--- config.mk ---
export PLATFORM = sky130hd
export DESIGN_NAME = pfs_top
export DESIGN_NICKNAME = d
export VERILOG_FILES = /design/src/inc/pfs_pkg.sv /design/src/logic/pfs_sync2.sv /design/src/logic/pfs_top.sv
export SDC_FILE = /design/constraint.sdc
export NUM_CORES = 1
export LEC_CHECK = 0
export BUFFER_PORTS_ARGS = -buffer_cell sky130_fd_sc_hd__buf_2
export CORE_MARGIN = 2
export CORE_UTILIZATION = 46
export DETAILED_ROUTE_END_ITERATION = 12
export PLACE_DENSITY = 0.83
export SKIP_LAST_GASP = 1
export SYNTH_ARGS = -nofsm -noshare
export SYNTH_HDL_FRONTEND = slang
export SYNTH_SLANG_ARGS = --single-unit
--- constraint.sdc ---
create_clock -name mclk -period 2.75 [get_ports mclk]
set_clock_uncertainty 0.1 [all_clocks]
set_input_delay 0.1375 -clock mclk [delete_from_list [all_inputs] [get_ports mclk]]
set_output_delay 0.1375 -clock mclk [all_outputs]
set_load 0.005 [all_outputs]
--- src/inc/pfs_pkg.sv ---
// shared constants and carrier types for pin function selection
package pfs_pkg;
  // master/slave select field encodings
  localparam logic [1:0] PFS_MSC_STANDALONE = 2'h0;
  localparam logic [1:0] PFS_MSC_MASTER     = 2'h1;
  localparam logic [1:0] PFS_MSC_SLAVE      = 2'h2;
  localparam logic [1:0] PFS_MSC_RESERVED   = 2'h3;

  // field layout of the mode control register
  localparam int PFS_MODE_W      = 8;
  localparam int PFS_MSC_LSB     = 0;
  localparam int PFS_RFB_BIT     = 6;
  localparam logic [7:0] PFS_MODE_RST = 8'h00;

  // debug output control: bit 0 routes debug to port_a_pin0
  localparam int PFS_DBG_W       = 8;
  localparam int PFS_DBG_EN_BIT  = 0;
  localparam logic [7:0] PFS_DBG_RST = 8'h00;

  // pin lane: output, output enable, pull-up request
  typedef struct packed {
    logic o;
    logic oe;
    logic pu;
  } pfs_pin_drv_t;

  typedef struct packed {
    logic [7:0] mode;
    logic [7:0] dbg;
    logic       master_clear_input_en;
    logic       pu_a5;
    logic       ioc_a5;
  } pfs_cfg_t;
endpackage : pfs_pkg

--- src/logic/pfs_sync2.sv ---
// two-flop synchroniser for pin inputs
`timescale 1ns/10ps
module pfs_sync2
  import pfs_pkg::*;
(
  // clocking
  input  wire logic mclk,
  input  wire logic reset_n,
  input  wire logic clk_en,
  // data
  input  wire logic d,
  output logic      q
);
  typedef struct packed {
    logic s1;
    logic s2;
  } pfs_sync_st_t;

  pfs_sync_st_t st_ff;
  pfs_sync_st_t nxt_st;

  always_comb begin
    nxt_st = st_ff;
    if (clk_en) begin
      nxt_st.s1 = d;
      nxt_st.s2 = st_ff.s1;
    end
  end

  always_ff @(posedge mclk) begin
    if (!reset_n) begin
      st_ff <= '0;
    end else begin
      st_ff <= nxt_st;
    end
  end

  assign q = st_ff.s2;
endmodule : pfs_sync2

--- src/logic/pfs_top.sv ---
// pin function selection for shared general-purpose pins
//
// What this block does
// pin-change interrupt on master-clear pin is off while master clear enabled
// master-clear pin pull-up forced on when enabled, else software pull-up
// secondary reference out drives port_b_pin1 only in master mode
// switching sync in/out uses port_a_pin1 in master or slave mode
// bit 6 clear: feedback resistor and desat input; set: current-sense out
// debug output reaches port_a_pin0 only when debug control selects it
// pins with no special function stay under ordinary GPIO control
`timescale 1ns/10ps
module pfs_top
  import pfs_pkg::*;
(
  // clocking
  input  wire logic                  mclk,
  input  wire logic                  reset_n,
  input  wire logic                  clk_en,
  // configuration
  input  wire logic [PFS_MODE_W-1:0] mode_control_reg,
  input  wire logic [PFS_DBG_W-1:0]  debug_output_control,
  input  wire logic                  master_clear_en,
  input  wire logic                  sw_pullup_a5,
  input  wire logic                  sw_ioc_en_a5,
  // gpio port controls for the three shared pins
  input  wire logic                  gpio_a0_o,
  input  wire logic                  gpio_a0_oe,
  input  wire logic                  gpio_a0_pu,
  input  wire logic                  gpio_a1_o,
  input  wire logic                  gpio_a1_oe,
  input  wire logic                  gpio_a1_pu,
  input  wire logic                  gpio_b1_o,
  input  wire logic                  gpio_b1_oe,
  input  wire logic                  gpio_b1_pu,
  // special function sources
  input  wire logic                  debug_out_src,
  input  wire logic                  sync_out_src,
  input  wire logic                  secondary_reference_out,
  // pins
  input  wire logic                  port_a_pin1_i,
  output logic                       port_a_pin0_o,
  output logic                       port_a_pin0_oe,
  output logic                       port_a_pin0_pu,
  output logic                       port_a_pin1_o,
  output logic                       port_a_pin1_oe,
  output logic                       port_a_pin1_pu,
  output logic                       port_b_pin1_o,
  output logic                       port_b_pin1_oe,
  output logic                       port_b_pin1_pu,
  output logic                       port_b_pin1_ana_sel,
  // master-clear pin controls
  output logic                       port_a_pin5_pu,
  output logic                       pin_change_interrupt_en_a5,
  // analog selects
  output logic                       feedback_resistor_en,
  output logic                       desat_positive_input_en,
  output logic                       current_sense_output_en,
  // sync input to the pwm logic
  output logic                       sync_in
);
  typedef struct packed {
    pfs_cfg_t     cfg;
    pfs_pin_drv_t a0;
    pfs_pin_drv_t a1;
    pfs_pin_drv_t b1;
    logic         b1_ana;
    logic         a5_pu;
    logic         a5_ioc;
    logic         fb_res;
    logic         desat;
    logic         current_sense_output;
  } pfs_state_t;

  pfs_state_t st_ff;
  pfs_state_t nxt_st;
  logic       sync_in_q;

  // config passes a register stage before it steers any pin, so a
  // mode change reaches the pins two edges after it is presented;
  // this keeps all pin controls free of decode glitches, but each value
  // written while software rewrites the mode field one bit at a time still reaches the pins
  // mode field decode, shared by pin routing and the sync gate
  function automatic logic [1:0] msc_of(input logic [PFS_MODE_W-1:0] m);
    msc_of = m[PFS_MSC_LSB +: 2];
  endfunction : msc_of

  function automatic pfs_pin_drv_t gpio_drv(input logic o, input logic oe, input logic pu);
    gpio_drv.o  = o;
    gpio_drv.oe = oe;
    gpio_drv.pu = pu;
  endfunction : gpio_drv

  // sync input arrives from a pin, so it is synchronised
  // two flops cost two cycles of latency on the slave sync path;
  // acceptable since the pwm logic only needs edge alignment, not phase
  pfs_sync2 i_pfs_sync2 (
    .mclk    (mclk),
    .reset_n (reset_n),
    .clk_en  (clk_en),
    .d       (port_a_pin1_i),
    .q       (sync_in_q)
  );

  always_comb begin
    logic [1:0] msc;
    logic       is_master;
    logic       is_slave;
    msc       = '0;
    is_master = 1'b0;
    is_slave  = 1'b0;
    nxt_st    = st_ff;
    if (clk_en) begin
      nxt_st.cfg.mode    = mode_control_reg;
      nxt_st.cfg.dbg     = debug_output_control;
      nxt_st.cfg.master_clear_input_en = master_clear_en;
      nxt_st.cfg.pu_a5   = sw_pullup_a5;
      nxt_st.cfg.ioc_a5  = sw_ioc_en_a5;
      msc       = msc_of(st_ff.cfg.mode);
      is_master = (msc == PFS_MSC_MASTER);
      is_slave  = (msc == PFS_MSC_SLAVE);
      // ioc gated off
      nxt_st.a5_ioc = st_ff.cfg.ioc_a5 & ~st_ff.cfg.master_clear_input_en;
      // forced pull-up
      nxt_st.a5_pu  = st_ff.cfg.master_clear_input_en | st_ff.cfg.pu_a5;
      // debug routing
      if (st_ff.cfg.dbg[PFS_DBG_EN_BIT]) begin
        nxt_st.a0 = gpio_drv(debug_out_src, 1'b1, 1'b0);
      end else begin
        // plain gpio
        nxt_st.a0 = gpio_drv(gpio_a0_o, gpio_a0_oe, gpio_a0_pu);
      end
      // sync pin use: master drives, slave listens
      if (is_master) begin
        nxt_st.a1 = gpio_drv(sync_out_src, 1'b1, 1'b0);
      end else if (is_slave) begin
        nxt_st.a1 = gpio_drv(1'b0, 1'b0, 1'b0);
      end else begin
        // plain gpio
        nxt_st.a1 = gpio_drv(gpio_a1_o, gpio_a1_oe, gpio_a1_pu);
      end
      // reference only as master; analog path, digital driver released
      // reserved field code falls through to plain gpio on both pins
      nxt_st.b1_ana = is_master;
      if (is_master) begin
        nxt_st.b1 = gpio_drv(secondary_reference_out, 1'b0, 1'b0);
      end else begin
        // plain gpio
        nxt_st.b1 = gpio_drv(gpio_b1_o, gpio_b1_oe, gpio_b1_pu);
      end
      // feedback select
      nxt_st.fb_res = ~st_ff.cfg.mode[PFS_RFB_BIT];
      nxt_st.desat  = ~st_ff.cfg.mode[PFS_RFB_BIT];
      nxt_st.current_sense_output  = st_ff.cfg.mode[PFS_RFB_BIT];
    end
  end

  always_ff @(posedge mclk) begin
    if (!reset_n) begin
      st_ff             <= '0;
      st_ff.cfg.mode    <= PFS_MODE_RST;
      st_ff.cfg.dbg     <= PFS_DBG_RST;
      // safe reset: master clear assumed on, pull-up on, ioc off
      st_ff.cfg.master_clear_input_en <= 1'b1;
      st_ff.a5_pu       <= 1'b1;
      st_ff.fb_res      <= 1'b1;
      st_ff.desat       <= 1'b1;
    end else begin
      st_ff <= nxt_st;
    end
  end

  assign port_a_pin0_o              = st_ff.a0.o;
  assign port_a_pin0_oe             = st_ff.a0.oe;
  assign port_a_pin0_pu             = st_ff.a0.pu;
  assign port_a_pin1_o              = st_ff.a1.o;
  assign port_a_pin1_oe             = st_ff.a1.oe;
  assign port_a_pin1_pu             = st_ff.a1.pu;
  assign port_b_pin1_o              = st_ff.b1.o;
  assign port_b_pin1_oe             = st_ff.b1.oe;
  assign port_b_pin1_pu             = st_ff.b1.pu;
  assign port_b_pin1_ana_sel        = st_ff.b1_ana;
  assign port_a_pin5_pu             = st_ff.a5_pu;
  assign pin_change_interrupt_en_a5 = st_ff.a5_ioc;
  assign feedback_resistor_en       = st_ff.fb_res;
  assign desat_positive_input_en    = st_ff.desat;
  assign current_sense_output_en    = st_ff.current_sense_output;
  // sync input only meaningful in slave mode
  assign sync_in = sync_in_q & (msc_of(st_ff.cfg.mode) == PFS_MSC_SLAVE);
endmodule : pfs_top

Word level (Yosys, flattened, before mapping)
Index checks and enable logic that the tools add are counted.
{ "word_totals": {"regBits": 27, "latch_bits": 0, "ramBits": 0, "mem_bits_ro": 0, "inputBits": 35, "out_inout_bits": 16, "word_cells": 32, "memories": 0} }
{ "classes": {"n_addsub": 0, "n_mul": 0, "n_div": 0, "n_lt_le_gt_ge": 0, "n_eq_ne": 2, "n_shift": 0, "muxes": 4, "bitwise_logic": 5, "n_reduce_logical": 0} }
{ "ops": {"columns": ["cell", "count"], "rows": [
  ["3-bit two-way mux", 4],
  ["1-bit bitwise AND", 2],
  ["2-bit by 1-bit == test with 1-bit output (second input constant)", 1],
  ["2-bit == test (second input constant)", 1],
  ["1-bit NOT", 2],
  ["1-bit bitwise OR", 1]
]} }

Longest topological paths before layout
Gate-level depths: netlist of the first run.
{ "logic_depth": {"word_depth": 3, "ltp_mapped": 5, "depth_no_buf": 3} }

Hierarchy
From an unflattened synthesis of the first run, not the netlist that was laid out.
{ "unflattened": {"cells_unflattened": 96, "hier_area_um2": 938.4} }
{ "by_module_without_submodules": {"columns": ["mod", "n_inst", "cells_each", "area_each_um2", "seq_area_each_um2"], "rows": [
  ["pfs_top", 1, 90, 865.8, 420.4],
  ["pfs_sync2", 1, 6, 72.6, 40.0]
]} }

Least setup slack after synthesis of the first run
Ideal clock, no wire load.
{ "synth_timing": {"path_kind": "register -> register", "startpoint": "reg st_ff[27] in the netlist's numbering", "endpoint": "reg st_ff, in the netlist port_b_pin1_o", "setup_ps": 118, "arrival_time_ps": 768, "required_time_ps": 2532, "setup_slack_ps": 1763, "path_stages_with_launch": 4, "path_buffers": 0, "synth_period_minus_slack_ps": 987, "path_cell_list": "dfxtp_1 > nand2b_2 > mux2i_1 > a21oi_1"} }
{ "synth_via": {"elab_chain_cells": 2} }
{ "synth_lines": {"columns": ["item", "line", "text"], "rows": [
  ["start: declaration", "pfs_top.sv:74", "pfs_state_t st_ff;"],
  ["start signal: assignment", "pfs_top.sv:168", "st_ff <= nxt_st;"],
  ["2-bit by 1-bit == test with 1-bit output", "pfs_top.sv:119", "is_master = (msc == PFS_MSC_MASTER);"],
  ["3-bit two-way mux", "pfs_top.sv:144", "if (is_master) begin"]
]} }
No other way between the ends.
A chain may end at the register's enable or synchronous reset.

Worst setup path after layout of the first run
{ "layout_timing": {"startpoint": "reg st_ff[26] in the netlist's numbering", "endpoint": "out sync_in"} }
{ "layout_via": {"elab_chain_cells": 2} }
{ "layout_lines": {"columns": ["item", "line", "text"], "rows": [
  ["2-bit == test", "pfs_top.sv:188", "assign sync_in = sync_in_q & (msc_of(st_ff.cfg.mode) == PFS_MSC_SLAVE);"],
  ["1-bit bitwise AND", "pfs_top.sv:188", null],
  ["end: declaration", "pfs_top.sv:59", "output logic sync_in"]
]} }
No other way between the ends.

==> results.ini, run 1 <==
[setup_path]
reg2regPathDepth = 3
critPathMaxStageDelay_ns = 0.45
critPathLaunch = st_ff[26]
endpoint_kind = primary output
worstPathCellList = nand2b_1 -> nor2_1 -> buf_2
crit_type = reg -> out
worst_path_dominant_cell_family = flip-flops
crit_fanout = 5
cp.arrival_ns = 1.09
cp.depth = 3
slowest_stage = dfxtp_1
worstPathRequired_ns = 2.51
critPathBufInv = 1
rr_startpoint = st_ff[27]
cp-start-kind = flip-flop

[final_layout]
seqCellArea_um2 = 460
finish.instance_area_um2 = 1260
nFillCells = 184
multi_input_area_um2 = 418
largest_register = st_ff
area_growth_pct = 33.9
n_antenna_cell = 0
fin_nets = 179
drive_above_1_share = 0.301
largest_reg_flops = 7
stdcell_count = 170

[clocking]
cts.clk_slew.worst_paths_ns = 0.12
cts_tree = yes
cts_root_buf = clkbuf_4
post_cts_buffers = 0
cts_made_buffers = 3
clock_path_buffers = 2
clock_latency_ns = 0.30
htreeDepth = 1
numClockSinks = 23

[grt]
grt-ovfl-total = 0
grt_pass1_vias = 759
grt_max_degree = 36
antenna_found_initial = 0
grtUsageTotal = 0.170
grt_pass1_wl_mm = 3.18

[drt]
routedWlPerCell_um = 10.5
drtPass1Iterations = 4
drc = 0
drt_iter0_markers = 12
vias_per_cell = 4.70
routed_wl_mm = 1.78
ant_nets = 0
num_vias = 799

[synthesis]
ys_ff_latch = 23
yosys-top-cells-area = dfxtp_1 (49%), mux2i_1 (14%), nor2b_1 (5.3%)
syn_inst = 96
yosysWarnings = 0
synth_commonest_cells = dfxtp_1 (23), mux2i_1 (13), nor2b_1 (8)
synth_top_area_cell = dfxtp_1
ys.flop_type = dfxtp_1
synth_edf_count = 0
async_flop_share = 0
synth_area_um2 = 942
syn_nets = 131
avgSynthCellArea_um2 = 9.81
synth_top_area_frac = 0.489
ys_seq_area_frac = 0.489
synth.distinct_cells = 23
yosysMostFrequentCell = dfxtp_1

[floorplanning]
start_util = 0.485
rows = 16
die_x_um = 49.3
die_area_um2 = 2430
coreArea_um2 = 1940
die-height_um = 49.3
ios = 51

[timing]
setup_violations = 0
period_share = 0.483
worst_slew_pin_slew_ns = 0.628
rsz0062_at_grt = no
drv_slew = 0
slew_headroom = 0.581
fmax_ghz = 0.752
fin_crit_ns = 1.33
whs_ns = 0.00879
final-hold-violation-count = 0
fin_setup_tns_ns = 0
setup_ws_ns = 1.42

[status]
status = completed

[pwr]
p_leak_uw = 0.000577
power.density_nw_per_um2 = 476
ir_drop_v = 0.000362

[place]
io_buffers = 38
place_ws_ns = 1.55
dpl.cell_count = 154
place_area_um2 = 1110
dpl.hpwl_mm = 1.22
place_congestion = 0.799

[flow_run]
cap_violations = 0

[worst_hold_path]
hold_depth = 3
hold_class = in -> reg
min-delay-start = debug_output_control[0]

==> logic make-up (layout without fill, tap and decap cells) <==
group	Yosys count	count (layout)	share of synthesized area
muxes	13	13	0.138
AOI/OAI and AO/OA	19	19	0.120
DFF	23	23	0.489
buffers and inverters	10	57	0.0677
and+or+nand+nor	31	31	0.186
==> worst paths after layout <==
check                                       to  slack (ns)
worst min-delay path                 st_ff[18]       0.009
worst max register to register   port_b_pin1_o        1.63
worst max-delay path                   sync_in        1.42
worst min register to register  port_a_pin0_pu        0.37
==> metal layers <==
| metal | part of all wire | track usage | vias up |
|---|---|---|---|
| met5 | 0 | 0 | - |
| met4 | 0.0073 | 0.0714 | 0 |
| met3 | 0.048 | 0.0429 | 2 |
| met2 | 0.51 | 0.300 | 14 |
| met1 | 0.44 | 0.193 | 368 |
| li1 | - | - | 415 |
==> per-stage QoR <==
stage	util	power (uW)
6_report	0.649	601
3_3_place_gp	0.573	445
3_5_place_dp	0.573	447
2_1_floorplan	-	419
5_1_grt	0.649	640
4_1_cts	0.649	613
==> final cells by class <==
type / instances / share of cell area
flip-flops and latches: 23 / 0.365
well taps: 27 / 0.0268
clock buffers: 3 / 0.0179
repair buffers: 50 / 0.246
clock inverters: 1 / 0.00397
inverters: 3 / 0.00893
multi-input cells: 63 / 0.331
==> worst reg2reg max path, cell delays in order, from the launching register on <==
cell and delay, ns:
dfxtp_1 0.41, nand2b_2 0.22, mux2i_1 0.19, a21oi_1 0.07
==> placed cells by master, fill, tap and decap left out, drive strengths merged, types with 2 or more instances in the layout <==
cell type | Yosys | final
a21boi | 5 | 5
a21oi | 4 | 4
and2 | 2 | 2
buf | 5 | 38
clkbuf | 2 | 3
dfxtp | 23 | 23
dlygate4sd3 | 0 | 12
inv | 3 | 3
mux2i | 13 | 13
nand2 | 5 | 5
nand2b | 7 | 7
nand3 | 3 | 3
nor2 | 3 | 3
nor2b | 8 | 8
o21ai | 7 | 7
==> report_power, final <==
part | switching (uW) | leakage [uW] | internal [uW]
registers | 10.8 | 0.000189 | 352
clock network | 94.8 | 0.0000177 | 54.2
logic | 36.6 | 0.000370 | 53.1
==> repair_timing <==
action,4_1_cts,5_1_grt
resized for setup,0,0
hold buffers,12,0
endpoints found under the hold margin,12,0
Note: power is estimated with default switching activity, not from simulation.
==> run 2, diff against run 1 <==
--- a/config.mk
+++ b/config.mk
@@ -7,9 +7,9 @@
 export LEC_CHECK = 0
 export BUFFER_PORTS_ARGS = -buffer_cell sky130_fd_sc_hd__buf_2
 export CORE_MARGIN = 2
-export CORE_UTILIZATION = 46
+export CORE_UTILIZATION = 39
 export DETAILED_ROUTE_END_ITERATION = 12
-export PLACE_DENSITY = 0.83
+export PLACE_DENSITY = 0.75
 export SKIP_LAST_GASP = 1
 export SYNTH_ARGS = -nofsm -noshare
 export SYNTH_HDL_FRONTEND = slang
==> constraint.sdc (replaced) <==
create_clock -name mclk -period 1.2 [get_ports mclk]
set_clock_uncertainty 0.1 [all_clocks]
set_input_delay 0.06 -clock mclk [delete_from_list [all_inputs] [get_ports mclk]]
set_output_delay 0.06 -clock mclk [all_outputs]
set_load 0.005 [all_outputs]
==> run 2 against run 1 <==
Net effect: via count up 5.1%; register-to-register slack got worse by 1.5 ns; core utilization decreased by 4.0 points; setup slack got worse by 1.4 ns; combinational power rose to 2.7 times the previous value; cell count rose by 5.9%; clock power grew 130%; sequential share of layout area down 2.7 points; critical endpoint unchanged; largest power group unchanged; highest routed layer unchanged.
==> results.ini, run 2 (synthesis results as in run 1) <==
[timing]
fin_setup_tns_ns = 0
worst_slew_pin_slew_ns = 0.331
fin_crit_ns = 1.17
drv_slew = 0
rsz0062_at_grt = no
period_share = 0.972
final-hold-violation-count = 0
slew_headroom = 0.779
setup_violations = 0
fmax_ghz = 0.858

[floorplanning]
rows = 17
start_util = 0.418
coreArea_um2 = 2250
die-height_um = 53.2
ios = 51
die_area_um2 = 2820
die_x_um = 53.2

[drt]
drt_iter0_markers = 5
num_vias = 840
drc = 0
vias_per_cell = 4.67
routed_wl_mm = 2.10
drtPass1Iterations = 4
ant_nets = 0
routedWlPerCell_um = 11.6

[clocking]
cts.clk_slew.worst_paths_ns = 0.13
clock_path_buffers = 2
cts_tree = yes
numClockSinks = 23
htreeDepth = 1
cts_root_buf = clkbuf_4
clock_latency_ns = 0.30
cts_made_buffers = 3

[setup_path]
cp.arrival_ns = 1.01
endpoint_kind = primary output
critPathMaxStageDelay_ns = 0.36
worstPathRequired_ns = 1.04
slowest_stage = dfxtp_4
crit_fanout = 3
crit_type = reg -> out
worstPathCellList = nand2b_4 -> nor2_2 -> buf_2
cp-start-kind = flip-flop

[pwr]
power_uw = 1420
power.density_nw_per_um2 = 1030
power.share.combinational = 0.171
p_sw_frac = 0.242
clockPowerShare = 0.245
switchingPower_uw = 344
p_leak_uw = 0.000624
sequentialPowerShare = 0.584
power.internal_uw = 1080
ir_drop_v = 0.000704

[grt]
grt_pass1_wl_mm = 3.31
grt_max_degree = 36
antenna_found_initial = 0
grt-ovfl-total = 0
grtUsageTotal = 0.165
grt_pass1_vias = 799

[final_layout]
layout_commonest_cell = buf_2
fin_nets = 188
largest_reg_flops = 7
drive_above_1_share = 0.322
largest_register = st_ff
stdcell_count = 180
mostFrequentLayoutCells = buf_2 (38), dfxtp_1 (21), dlygate4sd3_1 (19)
area_growth_pct = 45.9
n_antenna_cell = 0

[worst_hold_path]
hold_class = in -> reg

[place]
io_buffers = 38
dpl.hpwl_mm = 1.26
dpl.cell_count = 156
place_congestion = 0.724

[flow_run]
cap_violations = 0

[status]
status = completed

[run 2: timing repair]
| action | 4_1_cts | 5_1_grt |
|---|---|---|
| hold endpoints to repair | 17 | 0 |
| hold buffers | 19 | 0 |
| endpoints found under the setup margin | 1 | 2 |
| resized for setup | 3 | 2 |
| buffers inserted | 1 | 0 |
[run 2: metrics by stage]
stage | hold slack, ns | util | instance area, um^2 | worst slack (ns)
6_report | 0.0409 | 0.610 | 1380 | 0.0338
5_1_grt | 0.0532 | 0.610 | 1380 | 0.00366
4_1_cts | 0.0338 | 0.608 | 1370 | 0.00588
3_5_place_dp | 0.202 | 0.503 | 1130 | 0.125
3_3_place_gp | 0.177 | 0.503 | 1130 | 0.143
2_1_floorplan | 0.0885 | - | 942 | 0.213
[run 2: area by class of cell]
type,instances,area [um^2]
clock buffer,3,22.5
clock inverter,1,5.00
fill,208,880
inverter,3,11.3
multi-input combinational,63,428
sequential,23,465
tap,28,35.0
timing repair buffer,59,408
[run 2: path summary, 6_finish.rpt]
path	start	endpoint	slack (ns)	depth (start not counted)
setup / recovery	st_ff[26]	sync_in	0.03	3
setup reg to reg	st_ff[26]	port_b_pin1_o	0.09	4
hold reg to reg	port_a_pin0_pu	port_a_pin0_pu	0.37	2
hold / removal	gpio_a1_o	port_a_pin1_o	0.04	4
[run 2: power groups by stage]
stage	logic [uW]	clock network, uW	registers (uW)
final	242	348	830
after floorplan	112	0	848
after global routing	268	384	836
after detailed placement	187	0	849
after CTS	242	362	830
after global placement	182	0	846
[run 2: critical path: cells and delay by family, from the launching register on]
family	cells	cell delay, ns
flip-flops	1	0.36
AND/OR/NAND/NOR	2	0.22
buffers and inverters	1	0.12
[run 2: routing by layer]
| layer | track usage | vias up | wire (um) |
|---|---|---|---|
| met1 | 0.169 | 390 | 915 |
| met4 | 0.0897 | 0 | 27 |
| li1 | - | 432 | - |
| met3 | 0.0169 | 2 | 63 |
| met5 | 0 | - | 0 |
| met2 | 0.319 | 16 | 1090 |
==> run 3, diff against run 2 <==
--- a/config.mk
+++ b/config.mk
@@ -5,6 +5,7 @@
 export SDC_FILE = /design/constraint.sdc
 export NUM_CORES = 1
 export LEC_CHECK = 0
+export ABC_AREA = 1
 export BUFFER_PORTS_ARGS = -buffer_cell sky130_fd_sc_hd__buf_2
 export CORE_MARGIN = 2
 export CORE_UTILIZATION = 39
==> run 3 against run 2 <==
Net effect: fmax grew 4.1%; via count grew 12%; cell area shrank 3.7%; core utilization shrank 2.3 points; sequential cell count is the same; combinational power grew 7%; sequential power grew 0.8%; non-clock buffer count grew 1; global-route usage grew 0.92 points; die area is the same; critical path type is now in -> reg.
==> results.ini, run 3 <==
[timing]
final-hold-violation-count = 0
drv_slew = 0
slew_headroom = 0.759
setup_violations = 0
rsz0062_at_grt = no
worst_slew_pin_slew_ns = 0.361
period_share = 0.933
fmax_ghz = 0.893
fin_crit_ns = 1.12
fin_setup_tns_ns = 0
setup_ws_ns = 0.0801

[final_layout]
drive_above_1_share = 0.310
stdcell_count = 202
nFillCells = 219
largest_reg_flops = 7
mostFrequentLayoutCells = buf_2 (38), dfxtp_1 (22), nand2_1 (20)
area_growth_pct = 40.5
largest_register = st_ff
multi_input_area_um2 = 352
layout_commonest_cell = buf_2
fin_nets = 210
n_antenna_cell = 0
seqCellArea_um2 = 462

[pwr]
p_leak_uw = 0.000645
ir_drop_v = 0.000905
power_uw = 1440
power.density_nw_per_um2 = 1090

[setup_path]
cp-start-kind = input port
crit_fanout = 15
worstPathRequired_ns = 1.30
crit_type = in -> reg
cp.arrival_ns = 1.22
endpoint_kind = flip-flop

[clocking]
cts_made_buffers = 3
cts.clk_slew.worst_paths_ns = 0.12
cts_tree = yes
cts_root_buf = clkbuf_4
htreeDepth = 1
clock_path_buffers = 2
clock_latency_ns = 0.30
numClockSinks = 23

[grt]
grt-ovfl-total = 0
grt_pass1_vias = 873
grt_max_degree = 23
grtUsageTotal = 0.174
antenna_found_initial = 0
grt_pass1_wl_mm = 3.53

[floorplanning]
start_util = 0.418
die_area_um2 = 2820
die_x_um = 53.2
coreArea_um2 = 2250
ios = 51
die-height_um = 53.2
rows = 17

[synthesis]
synth_top_area_frac = 0.489
syn_nets = 152
synth_edf_count = 0
avgSynthCellArea_um2 = 8.05
synth_top_area_cell = dfxtp_1
yosysWarnings = 0
yosysMostFrequentCell = dfxtp_1
async_flop_share = 0
yosys-top-cells-area = dfxtp_1 (49%), nand2_1 (8.0%), a21oi_1 (6.9%)
synth_commonest_cells = dfxtp_1 (23), nand2_1 (20), nor2_1 (16)
ys_ff_latch = 23
synth_area_um2 = 942
ys.flop_type = dfxtp_1
syn_inst = 117
ys_seq_area_frac = 0.489
synth.distinct_cells = 19

[place]
dpl.cell_count = 177
io_buffers = 38
place_congestion = 0.704
place_ws_ns = 0.156
dpl.hpwl_mm = 1.39

[drt]
drtPass1Iterations = 4
drc = 0
drt_iter0_markers = 8
num_vias = 942
routedWlPerCell_um = 11.2
ant_nets = 0
vias_per_cell = 4.66
routed_wl_mm = 2.26

[status]
status = completed

[flow_run]
cap_violations = 0

[worst_hold_path]
hold_class = in -> reg

==> run 3: critical path, stage by stage <==
cell and delay, ns:
dlygate4sd3_1 0.52, buf_2 0.27, inv_2 0.16, a21oi_1 0.13, o21ai_0 0.09
==> run 3: per-layer routing <==
metal  global-route usage  part of all wire  vias up
li1                     -                 -      491
met1                0.188              0.45      406
met2                0.313              0.47       39
met3               0.0508             0.051        6
met4               0.0726             0.027        0
met5                    0                 0        -
==> run 3: logic make-up (layout without fill, tap and decap cells) <==
group,count (synthesis),count (layout),synth area share
simple gates,48,48,0.211
compound gates,28,28,0.159
flops,23,23,0.489
buf+inv,18,75,0.141
==> run 3: cell type report <==
cell class / instances / area share
Tap cell: 28 / 0.0265
Sequential cell: 23 / 0.349
Inverter: 11 / 0.0350
Multi-Input combinational cell: 76 / 0.266
Clock buffer: 4 / 0.0198
Timing Repair Buffer: 60 / 0.304
==> run 3: repair_timing <==
item | CTS | global route
endpoints found under the setup margin | 1 | 1
hold endpoints to repair | 20 | 0
setup buffers | 1 | 1
hold buffers | 19 | 0
gates resized for setup | 1 | 2
==> run 3: path summary, 6_finish.rpt <==
kind                       start             end  slack [ns]  cells past startpoint
setup reg to reg       st_ff[26]   port_b_pin1_o        0.09                      7
setup / recovery         reset_n       st_ff[17]        0.08                      5
hold / removal     debug_out_src   port_a_pin0_o       0.009                      5
hold reg to reg   port_b_pin1_pu  port_b_pin1_pu        0.37                      2
==> run 3: power by group <==
part | switching [uW] | internal (uW)
sequential | 24.4 | 813
clock | 217 | 130
combinational | 123 | 135
==> run 3: stage by stage <==
step | hold slack [ns] | area, um^2 | util
floorplan | 0.0708 | 942 | -
global placement | 0.183 | 1090 | 0.483
detailed placement | 0.192 | 1090 | 0.483
CTS | 0.00765 | 1310 | 0.583
global route | 0.0157 | 1320 | 0.587
finish | 0.00922 | 1320 | 0.587
